`src/cfb_pkg.sv`:
```
// shared constants and types of the control-flow and compare unit
package cfb_pkg;
    // bit positions inside status_flags
    localparam int FLAG_C = 0;
    localparam int FLAG_Z = 1;
    localparam int FLAG_N = 2;
    localparam int FLAG_V = 3;
    localparam int FLAG_H = 5;
    localparam int FLAG_I = 7;
    localparam logic [7:0] FLAGS_RESET = 8'h00;

    // operation lengths in clock cycles
    localparam logic [2:0] CYC_ONE = 3'h1;
    localparam logic [2:0] CYC_CALL = 3'h3;
    localparam logic [2:0] CYC_EXIT = 3'h4;
    localparam logic [2:0] CYC_BR_TAKEN = 3'h2;
    localparam logic [2:0] CYC_SKIP_ONE = 3'h2;
    localparam logic [2:0] CYC_SKIP_TWO = 3'h3;

    // program counter steps in words
    localparam int STEP_SEQ = 1;
    localparam int STEP_SKIP_ONE = 2;
    localparam int STEP_SKIP_TWO = 3;
    localparam int BRANCH_BIAS = 1;
    localparam int OFFSET_W = 7;

    // operations handed over by the instruction decoder
    typedef enum logic [4:0] {
        OP_PTR_CALL, OP_SUB_EXIT, OP_IRQ_EXIT, OP_CMP_SKIP_EQ, OP_CMP_REG,
        OP_CMP_CARRY, OP_CMP_CONST, OP_SKIP_RBIT_LO, OP_SKIP_RBIT_HI,
        OP_SKIP_IOBIT_LO, OP_SKIP_IOBIT_HI, OP_BR_FLAG_HI, OP_BR_FLAG_LO,
        OP_BR_EQ, OP_BR_NE, OP_BR_CARRY_HI, OP_BR_CARRY_LO, OP_BR_UNS_GE
    } cfb_op_e;

    // sequencer states
    typedef enum logic {ST_IDLE, ST_RUN} cfb_state_e;
endpackage

```
`src/cfb_unit.sv`:
```
// control transfer, compare, skip and relative branch unit of the core

// Notes on behaviour
// RQ1 - a pointer call pushes the return address and loads the pc from the pointer pair.
// RQ2 - both exits reload the pc from the stack, and the interrupt exit also sets the I flag.
// RQ3 - compare-skip-on-equal skips the next instruction when both registers match, flags kept.
// RQ4 - register compare forms dst minus src (minus carry for the carry form) and sets Z N V C H.
// RQ5 - constant compare forms dst minus the constant and sets flags like a register compare.
// RQ6 - register bit skips skip when the chosen bit is low or high, per variant.
// RQ7 - i/o bit skips skip when the chosen i/o bit is low or high, per variant, flags kept.
// RQ8 - general flag branches jump to pc plus offset plus one when the chosen flag matches.
// RQ9 - equal and unequal branches jump on Z set and Z clear respectively.
// RQ10 - carry branches jump on C set and C clear respectively.
// RQ11 - the unsigned same-or-higher branch behaves as the carry-clear branch.
// RQ12 - branches take one or two cycles and skips one, two or three by outcome.
// RQ13 - a skip steps over one instruction: two words for a short one, three for a long one.
module cfb_unit #(
    parameter int PC_W = 16
) (
    // clock and reset
    input wire logic clock,
    input wire logic rst_n,
    // operation from the decoder
    input wire logic op_valid,
    input wire cfb_pkg::cfb_op_e op_code,
    input wire logic [PC_W-1:0] pc_now,
    input wire logic next_two_word,
    // operands
    input wire logic [PC_W-1:0] pointer_z,
    input wire logic [PC_W-1:0] stack_top,
    input wire logic [7:0] reg_dst,
    input wire logic [7:0] reg_src,
    input wire logic [7:0] const_k,
    input wire logic [7:0] io_value,
    input wire logic [2:0] bit_sel,
    input wire logic [2:0] flag_sel,
    input wire logic [cfb_pkg::OFFSET_W-1:0] rel_offset,
    input wire logic [7:0] status_flags,
    // sequencing
    output logic busy,
    output logic done,
    // program counter and stack
    output logic pc_load,
    output logic [PC_W-1:0] pc_next,
    output logic push_req,
    output logic [PC_W-1:0] push_addr,
    output logic pop_req,
    // status register update
    output logic flags_we,
    output logic [7:0] status_next,
    output logic irq_enable_set
);
    // refuse pc widths the offset and step arithmetic cannot serve
    if (PC_W < 8 || PC_W > 22) begin : g_width_check
        $error("cfb_unit: PC_W must lie between 8 and 22");
    end

    typedef struct packed {
        cfb_pkg::cfb_state_e state;
        logic [2:0] remain;
        logic from_stack;
        logic irq_exit;
        logic [PC_W-1:0] pend_pc;
        logic busy;
        logic done;
        logic pc_load;
        logic [PC_W-1:0] pc_next;
        logic push_req;
        logic [PC_W-1:0] push_addr;
        logic pop_req;
        logic flags_we;
        logic [7:0] status_next;
        logic irq_enable_set;
    } cfb_unit_s;

    cfb_unit_s st;
    cfb_unit_s next_st;

    logic accept;
    logic carry_in;
    logic [7:0] subtrahend;
    logic [8:0] diff;
    logic [7:0] res;
    logic [7:0] cmp_flags;
    logic [PC_W-1:0] seq_pc;
    logic [PC_W-1:0] skip_pc;
    logic [PC_W-1:0] br_target;
    logic is_branch;
    logic take;
    logic skip;

    // a new operation is only taken while the sequencer is idle
    assign accept = op_valid && st.state == cfb_pkg::ST_IDLE;

    // shared subtractor; the result itself is never stored
    assign carry_in = op_code == cfb_pkg::OP_CMP_CARRY && status_flags[cfb_pkg::FLAG_C]; // RQ4
    assign subtrahend = op_code == cfb_pkg::OP_CMP_CONST ? const_k : reg_src; // RQ5
    assign diff = {1'b0, reg_dst} - {1'b0, subtrahend} - {8'h00, carry_in}; // RQ4
    assign res = diff[7:0];

    // flag update of all three compare forms
    always_comb begin
        cmp_flags = status_flags;
        cmp_flags[cfb_pkg::FLAG_N] = res[7]; // RQ4
        cmp_flags[cfb_pkg::FLAG_H] = (~reg_dst[3] & subtrahend[3]) | (subtrahend[3] & res[3])
            | (res[3] & ~reg_dst[3]); // RQ4
        cmp_flags[cfb_pkg::FLAG_V] = (reg_dst[7] & ~subtrahend[7] & ~res[7])
            | (~reg_dst[7] & subtrahend[7] & res[7]); // RQ4
        cmp_flags[cfb_pkg::FLAG_C] = (~reg_dst[7] & subtrahend[7]) | (subtrahend[7] & res[7])
            | (res[7] & ~reg_dst[7]); // RQ4
        // the carry form keeps Z only while every byte of a chain compares zero
        if (op_code == cfb_pkg::OP_CMP_CARRY) begin
            cmp_flags[cfb_pkg::FLAG_Z] = res == 8'h00 && status_flags[cfb_pkg::FLAG_Z];
        end else begin
            cmp_flags[cfb_pkg::FLAG_Z] = res == 8'h00; // RQ5
        end
    end

    // candidate program counter values
    assign seq_pc = pc_now + PC_W'(cfb_pkg::STEP_SEQ);
    assign skip_pc = pc_now + (next_two_word ? PC_W'(cfb_pkg::STEP_SKIP_TWO)
        : PC_W'(cfb_pkg::STEP_SKIP_ONE)); // RQ13
    assign br_target = pc_now + {{(PC_W - cfb_pkg::OFFSET_W){rel_offset[cfb_pkg::OFFSET_W-1]}},
        rel_offset} + PC_W'(cfb_pkg::BRANCH_BIAS); // RQ8

    // branch and skip conditions
    always_comb begin
        is_branch = 1'b1;
        take = 1'b0;
        skip = 1'b0;
        case (op_code)
            cfb_pkg::OP_BR_FLAG_HI: take = status_flags[flag_sel]; // RQ8
            cfb_pkg::OP_BR_FLAG_LO: take = !status_flags[flag_sel]; // RQ8
            cfb_pkg::OP_BR_EQ: take = status_flags[cfb_pkg::FLAG_Z]; // RQ9
            cfb_pkg::OP_BR_NE: take = !status_flags[cfb_pkg::FLAG_Z]; // RQ9
            cfb_pkg::OP_BR_CARRY_HI: take = status_flags[cfb_pkg::FLAG_C]; // RQ10
            cfb_pkg::OP_BR_CARRY_LO,
            cfb_pkg::OP_BR_UNS_GE: take = !status_flags[cfb_pkg::FLAG_C]; // RQ10 RQ11
            default: begin
                is_branch = 1'b0;
                case (op_code)
                    cfb_pkg::OP_CMP_SKIP_EQ: skip = reg_dst == reg_src; // RQ3
                    cfb_pkg::OP_SKIP_RBIT_LO: skip = !reg_src[bit_sel]; // RQ6
                    cfb_pkg::OP_SKIP_RBIT_HI: skip = reg_src[bit_sel]; // RQ6
                    cfb_pkg::OP_SKIP_IOBIT_LO: skip = !io_value[bit_sel]; // RQ7
                    cfb_pkg::OP_SKIP_IOBIT_HI: skip = io_value[bit_sel]; // RQ7
                    default: skip = 1'b0;
                endcase
            end
        endcase
    end

    // sequencer: one-cycle work finishes at once, longer work counts down
    always_comb begin
        logic [2:0] cyc;
        logic [PC_W-1:0] tgt;
        cyc = cfb_pkg::CYC_ONE;
        tgt = seq_pc;
        next_st = st;
        next_st.done = 1'b0;
        next_st.pc_load = 1'b0;
        next_st.push_req = 1'b0;
        next_st.pop_req = 1'b0;
        next_st.flags_we = 1'b0;
        next_st.irq_enable_set = 1'b0;
        case (st.state)
            cfb_pkg::ST_IDLE: begin
                if (accept) begin
                    next_st.from_stack = 1'b0;
                    next_st.irq_exit = 1'b0;
                    case (op_code)
                        cfb_pkg::OP_PTR_CALL: begin
                            cyc = cfb_pkg::CYC_CALL;
                            tgt = pointer_z; // RQ1
                            next_st.push_req = 1'b1; // RQ1
                            next_st.push_addr = seq_pc;
                        end
                        cfb_pkg::OP_SUB_EXIT,
                        cfb_pkg::OP_IRQ_EXIT: begin
                            cyc = cfb_pkg::CYC_EXIT;
                            next_st.pop_req = 1'b1; // RQ2
                            next_st.from_stack = 1'b1;
                            next_st.irq_exit = op_code == cfb_pkg::OP_IRQ_EXIT; // RQ2
                        end
                        cfb_pkg::OP_CMP_REG,
                        cfb_pkg::OP_CMP_CARRY,
                        cfb_pkg::OP_CMP_CONST: begin
                            next_st.flags_we = 1'b1; // RQ4 RQ5
                            next_st.status_next = cmp_flags;
                        end
                        default: begin
                            if (is_branch && take) begin
                                cyc = cfb_pkg::CYC_BR_TAKEN; // RQ12
                                tgt = br_target; // RQ8 RQ9 RQ10
                            end else if (skip) begin
                                cyc = next_two_word ? cfb_pkg::CYC_SKIP_TWO
                                    : cfb_pkg::CYC_SKIP_ONE; // RQ12
                                tgt = skip_pc; // RQ13
                            end
                        end
                    endcase
                    if (cyc == cfb_pkg::CYC_ONE) begin
                        next_st.done = 1'b1;
                        next_st.pc_load = 1'b1;
                        next_st.pc_next = tgt;
                    end else begin
                        next_st.state = cfb_pkg::ST_RUN;
                        next_st.busy = 1'b1;
                        next_st.remain = cyc - cfb_pkg::CYC_ONE;
                        next_st.pend_pc = tgt;
                    end
                end
            end
            cfb_pkg::ST_RUN: begin
                next_st.remain = st.remain - cfb_pkg::CYC_ONE;
                if (st.remain == cfb_pkg::CYC_ONE) begin
                    next_st.state = cfb_pkg::ST_IDLE;
                    next_st.busy = 1'b0;
                    next_st.done = 1'b1;
                    next_st.pc_load = 1'b1;
                    // the stack answers late, so its word is taken on the last edge
                    next_st.pc_next = st.from_stack ? stack_top : st.pend_pc; // RQ2
                    next_st.irq_enable_set = st.irq_exit; // RQ2
                end
            end
            default: next_st.state = cfb_pkg::ST_IDLE;
        endcase
    end

    // state register, synchronous reset
    always_ff @(posedge clock) begin
        if (!rst_n) begin
            st <= '0;
            st.state <= cfb_pkg::ST_IDLE;
            st.status_next <= cfb_pkg::FLAGS_RESET;
        end else begin
            st <= next_st;
        end
    end

    // every output straight from the state register
    assign busy = st.busy;
    assign done = st.done;
    assign pc_load = st.pc_load;
    assign pc_next = st.pc_next;
    assign push_req = st.push_req;
    assign push_addr = st.push_addr;
    assign pop_req = st.pop_req;
    assign flags_we = st.flags_we;
    assign status_next = st.status_next;
    assign irq_enable_set = st.irq_enable_set;

    // checks
    chk_call_push: assert property (@(posedge clock) disable iff (!rst_n) // RQ1
        (accept && op_code == cfb_pkg::OP_PTR_CALL) |=> push_req
        && push_addr == $past(seq_pc) ##2 (done && pc_next == $past(pointer_z, 3)))
        else $error("pointer call push or target wrong");
    chk_exit_pop: assert property (@(posedge clock) disable iff (!rst_n) // RQ2
        (accept && (op_code == cfb_pkg::OP_SUB_EXIT || op_code == cfb_pkg::OP_IRQ_EXIT))
        |=> pop_req ##3 (done && pc_load && pc_next == $past(stack_top)))
        else $error("exit did not reload pc from stack");
    chk_irq_exit_flag: assert property (@(posedge clock) disable iff (!rst_n) // RQ2
        (accept && op_code == cfb_pkg::OP_IRQ_EXIT) |=> !irq_enable_set [*3] ##1 irq_enable_set)
        else $error("interrupt exit did not set enable");
    chk_skip_equal: assert property (@(posedge clock) disable iff (!rst_n) // RQ3
        (accept && op_code == cfb_pkg::OP_CMP_SKIP_EQ && reg_dst == reg_src && !next_two_word)
        |=> !done ##1 (done && !flags_we && pc_next == $past(pc_now, 2) + PC_W'(2)))
        else $error("equal skip wrong");
    chk_cmp_flags: assert property (@(posedge clock) disable iff (!rst_n) // RQ4
        (accept && op_code == cfb_pkg::OP_CMP_REG) |=> (flags_we
        && status_next[cfb_pkg::FLAG_Z] == ($past(reg_dst) == $past(reg_src))
        && status_next[cfb_pkg::FLAG_C] == ($past(reg_dst) < $past(reg_src))))
        else $error("register compare flags wrong");
    chk_const_flags: assert property (@(posedge clock) disable iff (!rst_n) // RQ5
        (accept && op_code == cfb_pkg::OP_CMP_CONST) |=> (flags_we
        && status_next[cfb_pkg::FLAG_C] == ($past(reg_dst) < $past(const_k))))
        else $error("constant compare flags wrong");
    chk_rbit_noskip: assert property (@(posedge clock) disable iff (!rst_n) // RQ6
        (accept && op_code == cfb_pkg::OP_SKIP_RBIT_HI && !reg_src[bit_sel])
        |=> (done && pc_next == $past(pc_now) + PC_W'(1)))
        else $error("register bit skip taken wrongly");
    chk_iobit_skip: assert property (@(posedge clock) disable iff (!rst_n) // RQ7 RQ13
        (accept && op_code == cfb_pkg::OP_SKIP_IOBIT_LO && !io_value[bit_sel] && next_two_word)
        |=> !done [*2] ##1 (done && !flags_we && pc_next == $past(pc_now, 3) + PC_W'(3)))
        else $error("i/o bit skip over long instruction wrong");
    chk_branch_taken: assert property (@(posedge clock) disable iff (!rst_n) // RQ8 RQ9 RQ10
        (accept && is_branch && take) |=> !done ##1 (done && pc_next == $past(br_target, 2)))
        else $error("taken branch target or timing wrong");
    chk_branch_seq: assert property (@(posedge clock) disable iff (!rst_n) // RQ12
        (accept && is_branch && !take) |=> (done && pc_next == $past(pc_now) + PC_W'(1)))
        else $error("untaken branch wrong");
    chk_uns_ge_carry: assert property (@(posedge clock) disable iff (!rst_n) // RQ11
        (accept && op_code == cfb_pkg::OP_BR_UNS_GE)
        |=> (done != $past(!status_flags[cfb_pkg::FLAG_C])))
        else $error("same-or-higher branch not following carry clear");
endmodule

```
`config.mk`:
```
export PLATFORM = sky130hd
export DESIGN_NAME = cfb_unit
export DESIGN_NICKNAME = d
export VERILOG_FILES = /design/src/cfb_pkg.sv /design/src/cfb_unit.sv
export SDC_FILE = /design/constraint.sdc
export NUM_CORES = 1
export LEC_CHECK = 0
export BUFFER_PORTS_ARGS = -buffer_cell sky130_fd_sc_hd__buf_4
export CAP_MARGIN = 20
export CORE_MARGIN = 5
export CORE_UTILIZATION = 30
export DETAILED_ROUTE_END_ITERATION = 10
export RECOVER_POWER = 25
export SLEW_MARGIN = 10
export SYNTH_ARGS = -nofsm -noshare
export SYNTH_HDL_FRONTEND = slang
export SYNTH_SLANG_ARGS = --single-unit
export TNS_END_PERCENT = 100
```
`constraint.sdc`:
```
create_clock -name clock -period 10.2 [get_ports clock]
set_input_delay 1.02 -clock clock [delete_from_list [all_inputs] [get_ports clock]]
set_output_delay 1.02 -clock clock [all_outputs]
set_load 0.02 [all_outputs]
```
==> impl_results.md, run 1 <==
- Pin count of the biggest net entering global routing: 71
- Worst min-delay path class: reg2reg
- Number of synthesized flops with an enable pin: 0
- Synth area leaders: dfxtp_1 (23%), ha_1 (7.7%), mux2i_1 (6.6%)
- Initial Util: 30.34%
- Netlist cell types: 65
- Drc violations: 0
- Final Max Slew Viols: 71
- Clk sinks: 68
- Post-CTS resize count: 0
- Sequential area share after synthesis: 23.13%
- Clock latency on the worst-skew pair: 0.34 ns
- Clock-pin slew on the worst setup and hold paths: 0.06 ns
- Height of the die: 150.1 um
- Vias per cell: 5.045
- Layout area overhead: 22.70%
- Final Instance Count excl. Fillers: 1110
- Pwr Total: 0.8954 mW
- Max VDD drop: 0.00006229 V
- WP data required: 10.46 ns
- DR iter-0 viols: 296
- Post-route design area: 7222 um2
- Num rows: 51
- Final min period: 4.694 ns
- Crit share post-route: 46.02%
- Chip width: 150.1 um
- CTS Hold Bufs: 0
- Setup ws final: 5.506 ns
- Final wirelength: 18.89 mm
- Post-DP HPWL: 15.23 mm
- TritonRoute pass-1 iters: 5
- Status: finished with violations
- Core Util, Final: 37.23%
- Synth cell count leaders: nand2_1 (85), dfxtp_1 (68), o21ai_0 (50)
- Most used DFF post-synth: dfxtp_1
- Fmax: 213.0 MHz
- Placer Congestion: 0.9385
- Post-synthesis register bit count: 68
- Synth top area share: 23.13%
- Slew HR: -74.92%
- Vias in the first global route: 5384
- CTS tree: done
- Setup bufs post-CTS: 0
- Netlist Area Pre-Place: 5886 um2
- DP Cell Count: 1093
- Vias post-DR: 5600
- Post-Syn Instances: 740
- Final nets: 989
- Initial antenna violation count: 0
- TritonCTS buffer count: 9
- First-pass GRT wire length: 28.68 mm
- Grt total ovfl: 0
- Smallest hold slack: 0.4372 ns
- Async SR Flop Fraction: 0%
- Slew @ Worst Pin: 2.624 ns
- PwrDens: 124.0 nW/um2
- Syn Nets: 889
- All-Layer GR Usage: 16.20%
- Leak: 3.151 nW
- Worst hold path depth: 2
- CP Capture Type: flip-flop
- I/O pins: 157
- CTS Root Buffer Type: clkbuf_16
- Clock Tree Buf Depth: 2
- RSZ-0062 raised after global routing: false
- Yosys top cell by area: dfxtp_1
- Clock skew: 0.008820 ns
- Routed Antenna Nets: 0
- Clock H-tree levels: 3
- Setup TNS: 0 ns
- Critical Path Start Type: primary input
- IO buf count: 156
- Avg Inst Size Synth: 7.954 um2
- DR WL/cell: 17.02 um
- # setup viols final: 0
- Share of cells above drive strength 1: 21.18%
- Top-count cell post-synth: nand2_1
- Failing checks: capacitance limit, slew limit
- R2R depth: 6
- Max cap viols: 1
- DP Worst Slack: 5.285 ns
- Post-placement cell area: 6995 um2
- Crit path DAT: 4.95 ns
- Ys Warns: 0
- Die area: 22520 um2
- Core Area: 19400 um2
- # diodes: 0
- Worst Path Max Fanout: 17
- Kind of critical path: in2reg
- Final Hold Viols: 0
[worst max-delay path, cell delays in order]
cell     delay (ns)
buf_4          0.16
mux2i_1        0.15
mux4_2         0.50
mux2i_1        0.14
nor2_1         0.37
or2_1          0.55
a21oi_1        0.21
ha_1           0.26
nand3_1        0.32
and2_1         0.61
a21oi_1        0.22
nand2_1        0.11
nand2_1        0.08
a41oi_2        0.27
[state kept, by name, summed over array words and instances, names as in the netlist]
register and cells:
st 22, pc_next 16, push_addr 16, status_next 8, busy 1, done 1, flags_we 1, irq_enable_set 1
pop_req 1, push_req 1
[metal layers]
layer | GRT usage [%] | part of all wire [%]
met1 | 21.70 | 46
met2 | 26.13 | 46
met3 | 3.301 | 6.2
met4 | 5.169 | 2.0
met5 | 0 | 0
[area by class of cell]
cell class | instances | area, um2
fill | 2081 | 12180
tap | 265 | 331.6
sequential | 68 | 1361
timing repair buffer | 162 | 1126
clock inverter | 6 | 70.07
clock buffer | 10 | 239.0
inverter | 37 | 138.9
multi-input combinational | 562 | 3955
[cell families (layout without fill, tap and decap cells)]
kind of cell             Yosys count  after routing  synth area share [%]
buffers and inverters            110            215                 10.01
AO/OA/AOI/OAI                    184            184                 21.34
XOR/XNOR                          46             46                 6.845
flip-flops                        68             68                 23.13
multiplexers                      54             54                 10.46
AND/OR/NAND/NOR                  239            239                 19.54
adder cells (fa/ha/maj)           39             39                 8.673
[cell usage in the layout (no fill, tap or decap), types with 26 or more instances in the layout]
cell type,count
buf_4,135
o21ai_0,50
nand2_1,85
nor2_1,48
clkbuf_1,26
dfxtp_1,68
inv_1,37
ha_1,36
mux2i_1,39
a21oi_1,36
xnor2_1,32
[worst paths after layout]
path | from | end | slack [ns]
max | bit_sel[1] | pc_next[6]$_SDFFE_PN0P_ | 5.51
min | st[63]$_SDFFE_PN0P_ | irq_enable_set$_SDFF_PN0_ | 0.44
max reg2reg | st[68]$_SDFF_PN0_ | pc_next[2]$_SDFFE_PN0P_ | 7.69
min reg2reg | st[63]$_SDFFE_PN0P_ | irq_enable_set$_SDFF_PN0_ | 0.44
[power by group]
part / internal, mW / switching (mW)
combinational: 0.123 / 0.155
sequential: 0.284 / 0.0110
clock: 0.198 / 0.125
total: 0.604 / 0.291
Note: power is estimated with default switching activity, not from simulation.
==> run 2: changes to the inputs <==
==> constraint.sdc (replaced) <==
create_clock -name clock -period 4.1 [get_ports clock]
set_input_delay 0.41 -clock clock [delete_from_list [all_inputs] [get_ports clock]]
set_output_delay 0.41 -clock clock [all_outputs]
set_load 0.02 [all_outputs]
==> run 2 against run 1 <==
  * The run now ends clean
  * Combinational power rose by 150%
  * Hold slack got worse by 0.083 ns
  * Critical path depth did not move
  * Clock skew fell by 0.0012 ns
  * Global-route usage rose by 0.18 points
  * Wire length rose by 0.35%
  * Cell count rose by 0.36%
  * Clock power rose by 120%
  * Non-clock buffer count rose by 4
  * Register-to-register slack got worse by 6.1 ns
  * Clock-buffer cell count rose by 1
==> impl_results.md, run 2 (same netlist as run 1, synthesis figures left out) <==
- Status: complete, no violations (was finished with violations)
- Clock H-tree levels: 3 (unchanged)
- Initial Util: 30.34% (unchanged)
- Clk sinks: 68 (unchanged)
- Commonest non-fill, non-tap cell in the layout: buf_4 (unchanged)
- Initial antenna violation count: 0 (unchanged)
- Pwr Total: 2.148 mW (was 0.8954 mW)
- IO buf count: 156 (unchanged)
- RR Startpoint: st[65]$_SDFFE_PN0P_ (was st[68]$_SDFF_PN0_)
- CTS Hold Bufs: 0 (unchanged)
- Drc violations: 0 (unchanged)
- CTS tree: done (unchanged)
- Slew @ Worst Pin: 1.026 ns (was 2.624 ns)
- Setup TNS: 0 ns (unchanged)
- Most frequent cells in the layout: buf_4 (138), nand2_1 (85), dfxtp_1 (68) (was buf_4 (135), nand2_1 (85), dfxtp_1 (68))
- Post-CTS resize count: 0 (unchanged)
- Cells along the critical path: buf_4 > mux4_2 > mux2i_1 > mux2i_1 > o311a_1 > nand2_1 > a21oi_1 > ha_1 > nand3_1 > and2_1 > nand2_1 > o21ai_0 > nand2b_1 > o221a_1 (was buf_4 > mux2i_1 > mux4_2 > mux2i_1 > nor2_1 > or2_1 > a21oi_1 > ha_1 > nand3_1 > and2_1 > a21oi_1 > nand2_1 > nand2_1 > a41oi_2)
- Slew HR: 31.52% (was -74.92%)
- Setup bufs post-CTS: 0 (unchanged)
- Largest Register: st (unchanged)
- I/O pins: 157 (unchanged)
- CP Capture Type: flip-flop (unchanged)
- Final Hold Viols: 0 (unchanged)
- Critical-path top delay cell: mux4_2 (was and2_1)
- Max VDD drop: 0.0001230 V (was 0.00006229 V)
- Vias post-DR: 5609 (was 5600)
- Max cap viols: 0 (was 1)
- FF-to-FF setup slack: 1.62 ns (was 7.69 ns)
- Height of the die: 150.1 um (unchanged)
- Layout area overhead: 22.47% (was 22.70%)
- TritonCTS buffer count: 9 (unchanged)
- Critical Path Start Type: primary input (unchanged)
- Worst hold path depth: 3 (was 2)
- Final nets: 993 (was 989)
- Placer Congestion: 0.8772 (was 0.9385)
- Fill cell count: 2114 (was 2081)
- Core Area: 19400 um2 (unchanged)
- Num rows: 51 (unchanged)
- Chip width: 150.1 um (unchanged)
- Pin count of the biggest net entering global routing: 71 (unchanged)
- DR WL/cell: 17.02 um (about the same)
- Final min period: 3.488 ns
- Final Max Slew Viols: 0 (was 71)
- # diodes: 0 (unchanged)
- RSZ-0062 raised after global routing: false (unchanged)
- Bufs and invs on worst path: 1 (unchanged)
- Routed Antenna Nets: 0 (unchanged)
- Top delay family on crit path: multiplexers (was simple AND/OR/NAND/NOR gates)
- # setup viols final: 0 (unchanged)
- Critical path's largest stage delay: 0.48 ns (was 0.61 ns)
- DP Cell Count: 1098 (was 1093)
- Hold endpoint: status_next[6]$_SDFFE_PN0P_ (was irq_enable_set$_SDFF_PN0_)
- Vias per cell: 5.035 (was 5.045)
- Vias in the first global route: 5377 (was 5384)
- R2R depth: 7 (was 6)
- Post-DP HPWL: 15.21 mm (was 15.23 mm)
- PwrDens: 297.9 nW/um2 (was 124.0 nW/um2)
- R2R Path End: pc_next[11]$_SDFFE_PN0P_ (was pc_next[2]$_SDFFE_PN0P_)
- DR iter-0 viols: 363 (was 296)
- CTS Root Buffer Type: clkbuf_16 (unchanged)
- Clock Tree Buf Depth: 2 (unchanged)
- Crit path DAT: 3.71 ns (was 4.95 ns)
- Die area: 22520 um2 (unchanged)
- Max reg flops: 22 (unchanged)
- Final wirelength: 18.96 mm (was 18.89 mm)
- Worst Path Max Fanout: 17 (unchanged)
- All-Layer GR Usage: 16.39% (was 16.20%)
- Crit share post-route: 85.07%
- Grt total ovfl: 0 (unchanged)
- Share of cells above drive strength 1: 21.20% (was 21.18%)
- Clock-pin slew on the worst setup and hold paths: 0.06 ns (about the same)
- Final Instance Count excl. Fillers: 1114 (was 1110)
- Worst min-delay path class: in2reg (was reg2reg)
- Kind of critical path: in2reg (unchanged)
- Clock latency on the worst-skew pair: 0.33 ns (was 0.34 ns)
- Clock skew: 0.007650 ns (was 0.008820 ns)
- TritonRoute pass-1 iters: 5 (unchanged)
- First-pass GRT wire length: 29.06 mm (was 28.68 mm)
- Smallest hold slack: 0.3547 ns (was 0.4372 ns)
- WP data required: 4.32 ns (was 10.46 ns)
- Fmax: 286.7 MHz
- Leak: 3.139 nW (was 3.151 nW)
- Hold_sp: status_flags[6] (was st[63]$_SDFFE_PN0P_)
run 2: changes by cell type in the layout (fill, tap and decap cells not counted):
cell        delta
buf_4          +3
bufinv_16      -1
clkinvlp_4     +2
buf_8          -1
inv_6          -2
clkbuf_1       +3
run 2: worst min-delay path, cell delays in order:
cell      delay [ns]
buf_4           0.12
nand2_1         0.04
a21boi_0        0.06
run 2: worst max path at each step:
stage	from	cells past startpoint	slack, ns	endpoint
floorplan	bit_sel[1]	16	0.53	pc_next[3]$_SDFFE_PN0P_
global placement	flag_sel[1]	14	0.40	pc_next[11]$_SDFFE_PN0P_
detailed placement	flag_sel[1]	14	0.31	pc_next[11]$_SDFFE_PN0P_
CTS	flag_sel[1]	14	0.63	pc_next[11]$_SDFFE_PN0P_
global route	flag_sel[1]	14	0.36	pc_next[11]$_SDFFE_PN0P_
finish	flag_sel[1]	14	0.61	pc_next[11]$_SDFFE_PN0P_
run 2: report_power, final:
group / internal, mW / switching (mW)
clock: 0.427 / 0.295
combinational: 0.306 / 0.387
sequential: 0.706 / 0.0269
total: 1.44 / 0.709
run 2: layout make-up:
cell class	instances	area, um2	share of cell area, %
Multi-Input combinational cell	562	3955	54.87
Sequential cell	68	1361	18.89
Timing Repair Buffer	166	1141	15.83
Tap cell	265	331.6	4.600
Clock buffer	11	242.7	3.367
Inverter	37	138.9	1.927
Clock inverter	5	37.54	0.5207
run 2: per-layer routing:
layer	track usage, %	vias to the layer above	share of wire, %	routed length, um
li1	-	2797	-	-
met1	22.02	2602	45	8517
met2	26.27	187	46	8785
met3	3.876	23	6.9	1304
met4	4.575	0	1.9	352
met5	0	-	0	0
run 2: through the flow:
| step | util [%] | area [um2] | setup WS [ns] |
|---|---|---|---|
| 6_report | 37.16 | 7208 | 0.6120 |
| 5_1_grt | 37.16 | 7208 | 0.3556 |
| 4_1_cts | 37.70 | 7313 | 0.6327 |
| 3_5_place_dp | 36.26 | 7033 | 0.3056 |
| 2_1_floorplan | - | 5886 | 0.5319 |
| 3_3_place_gp | 36.26 | 7033 | 0.3962 |
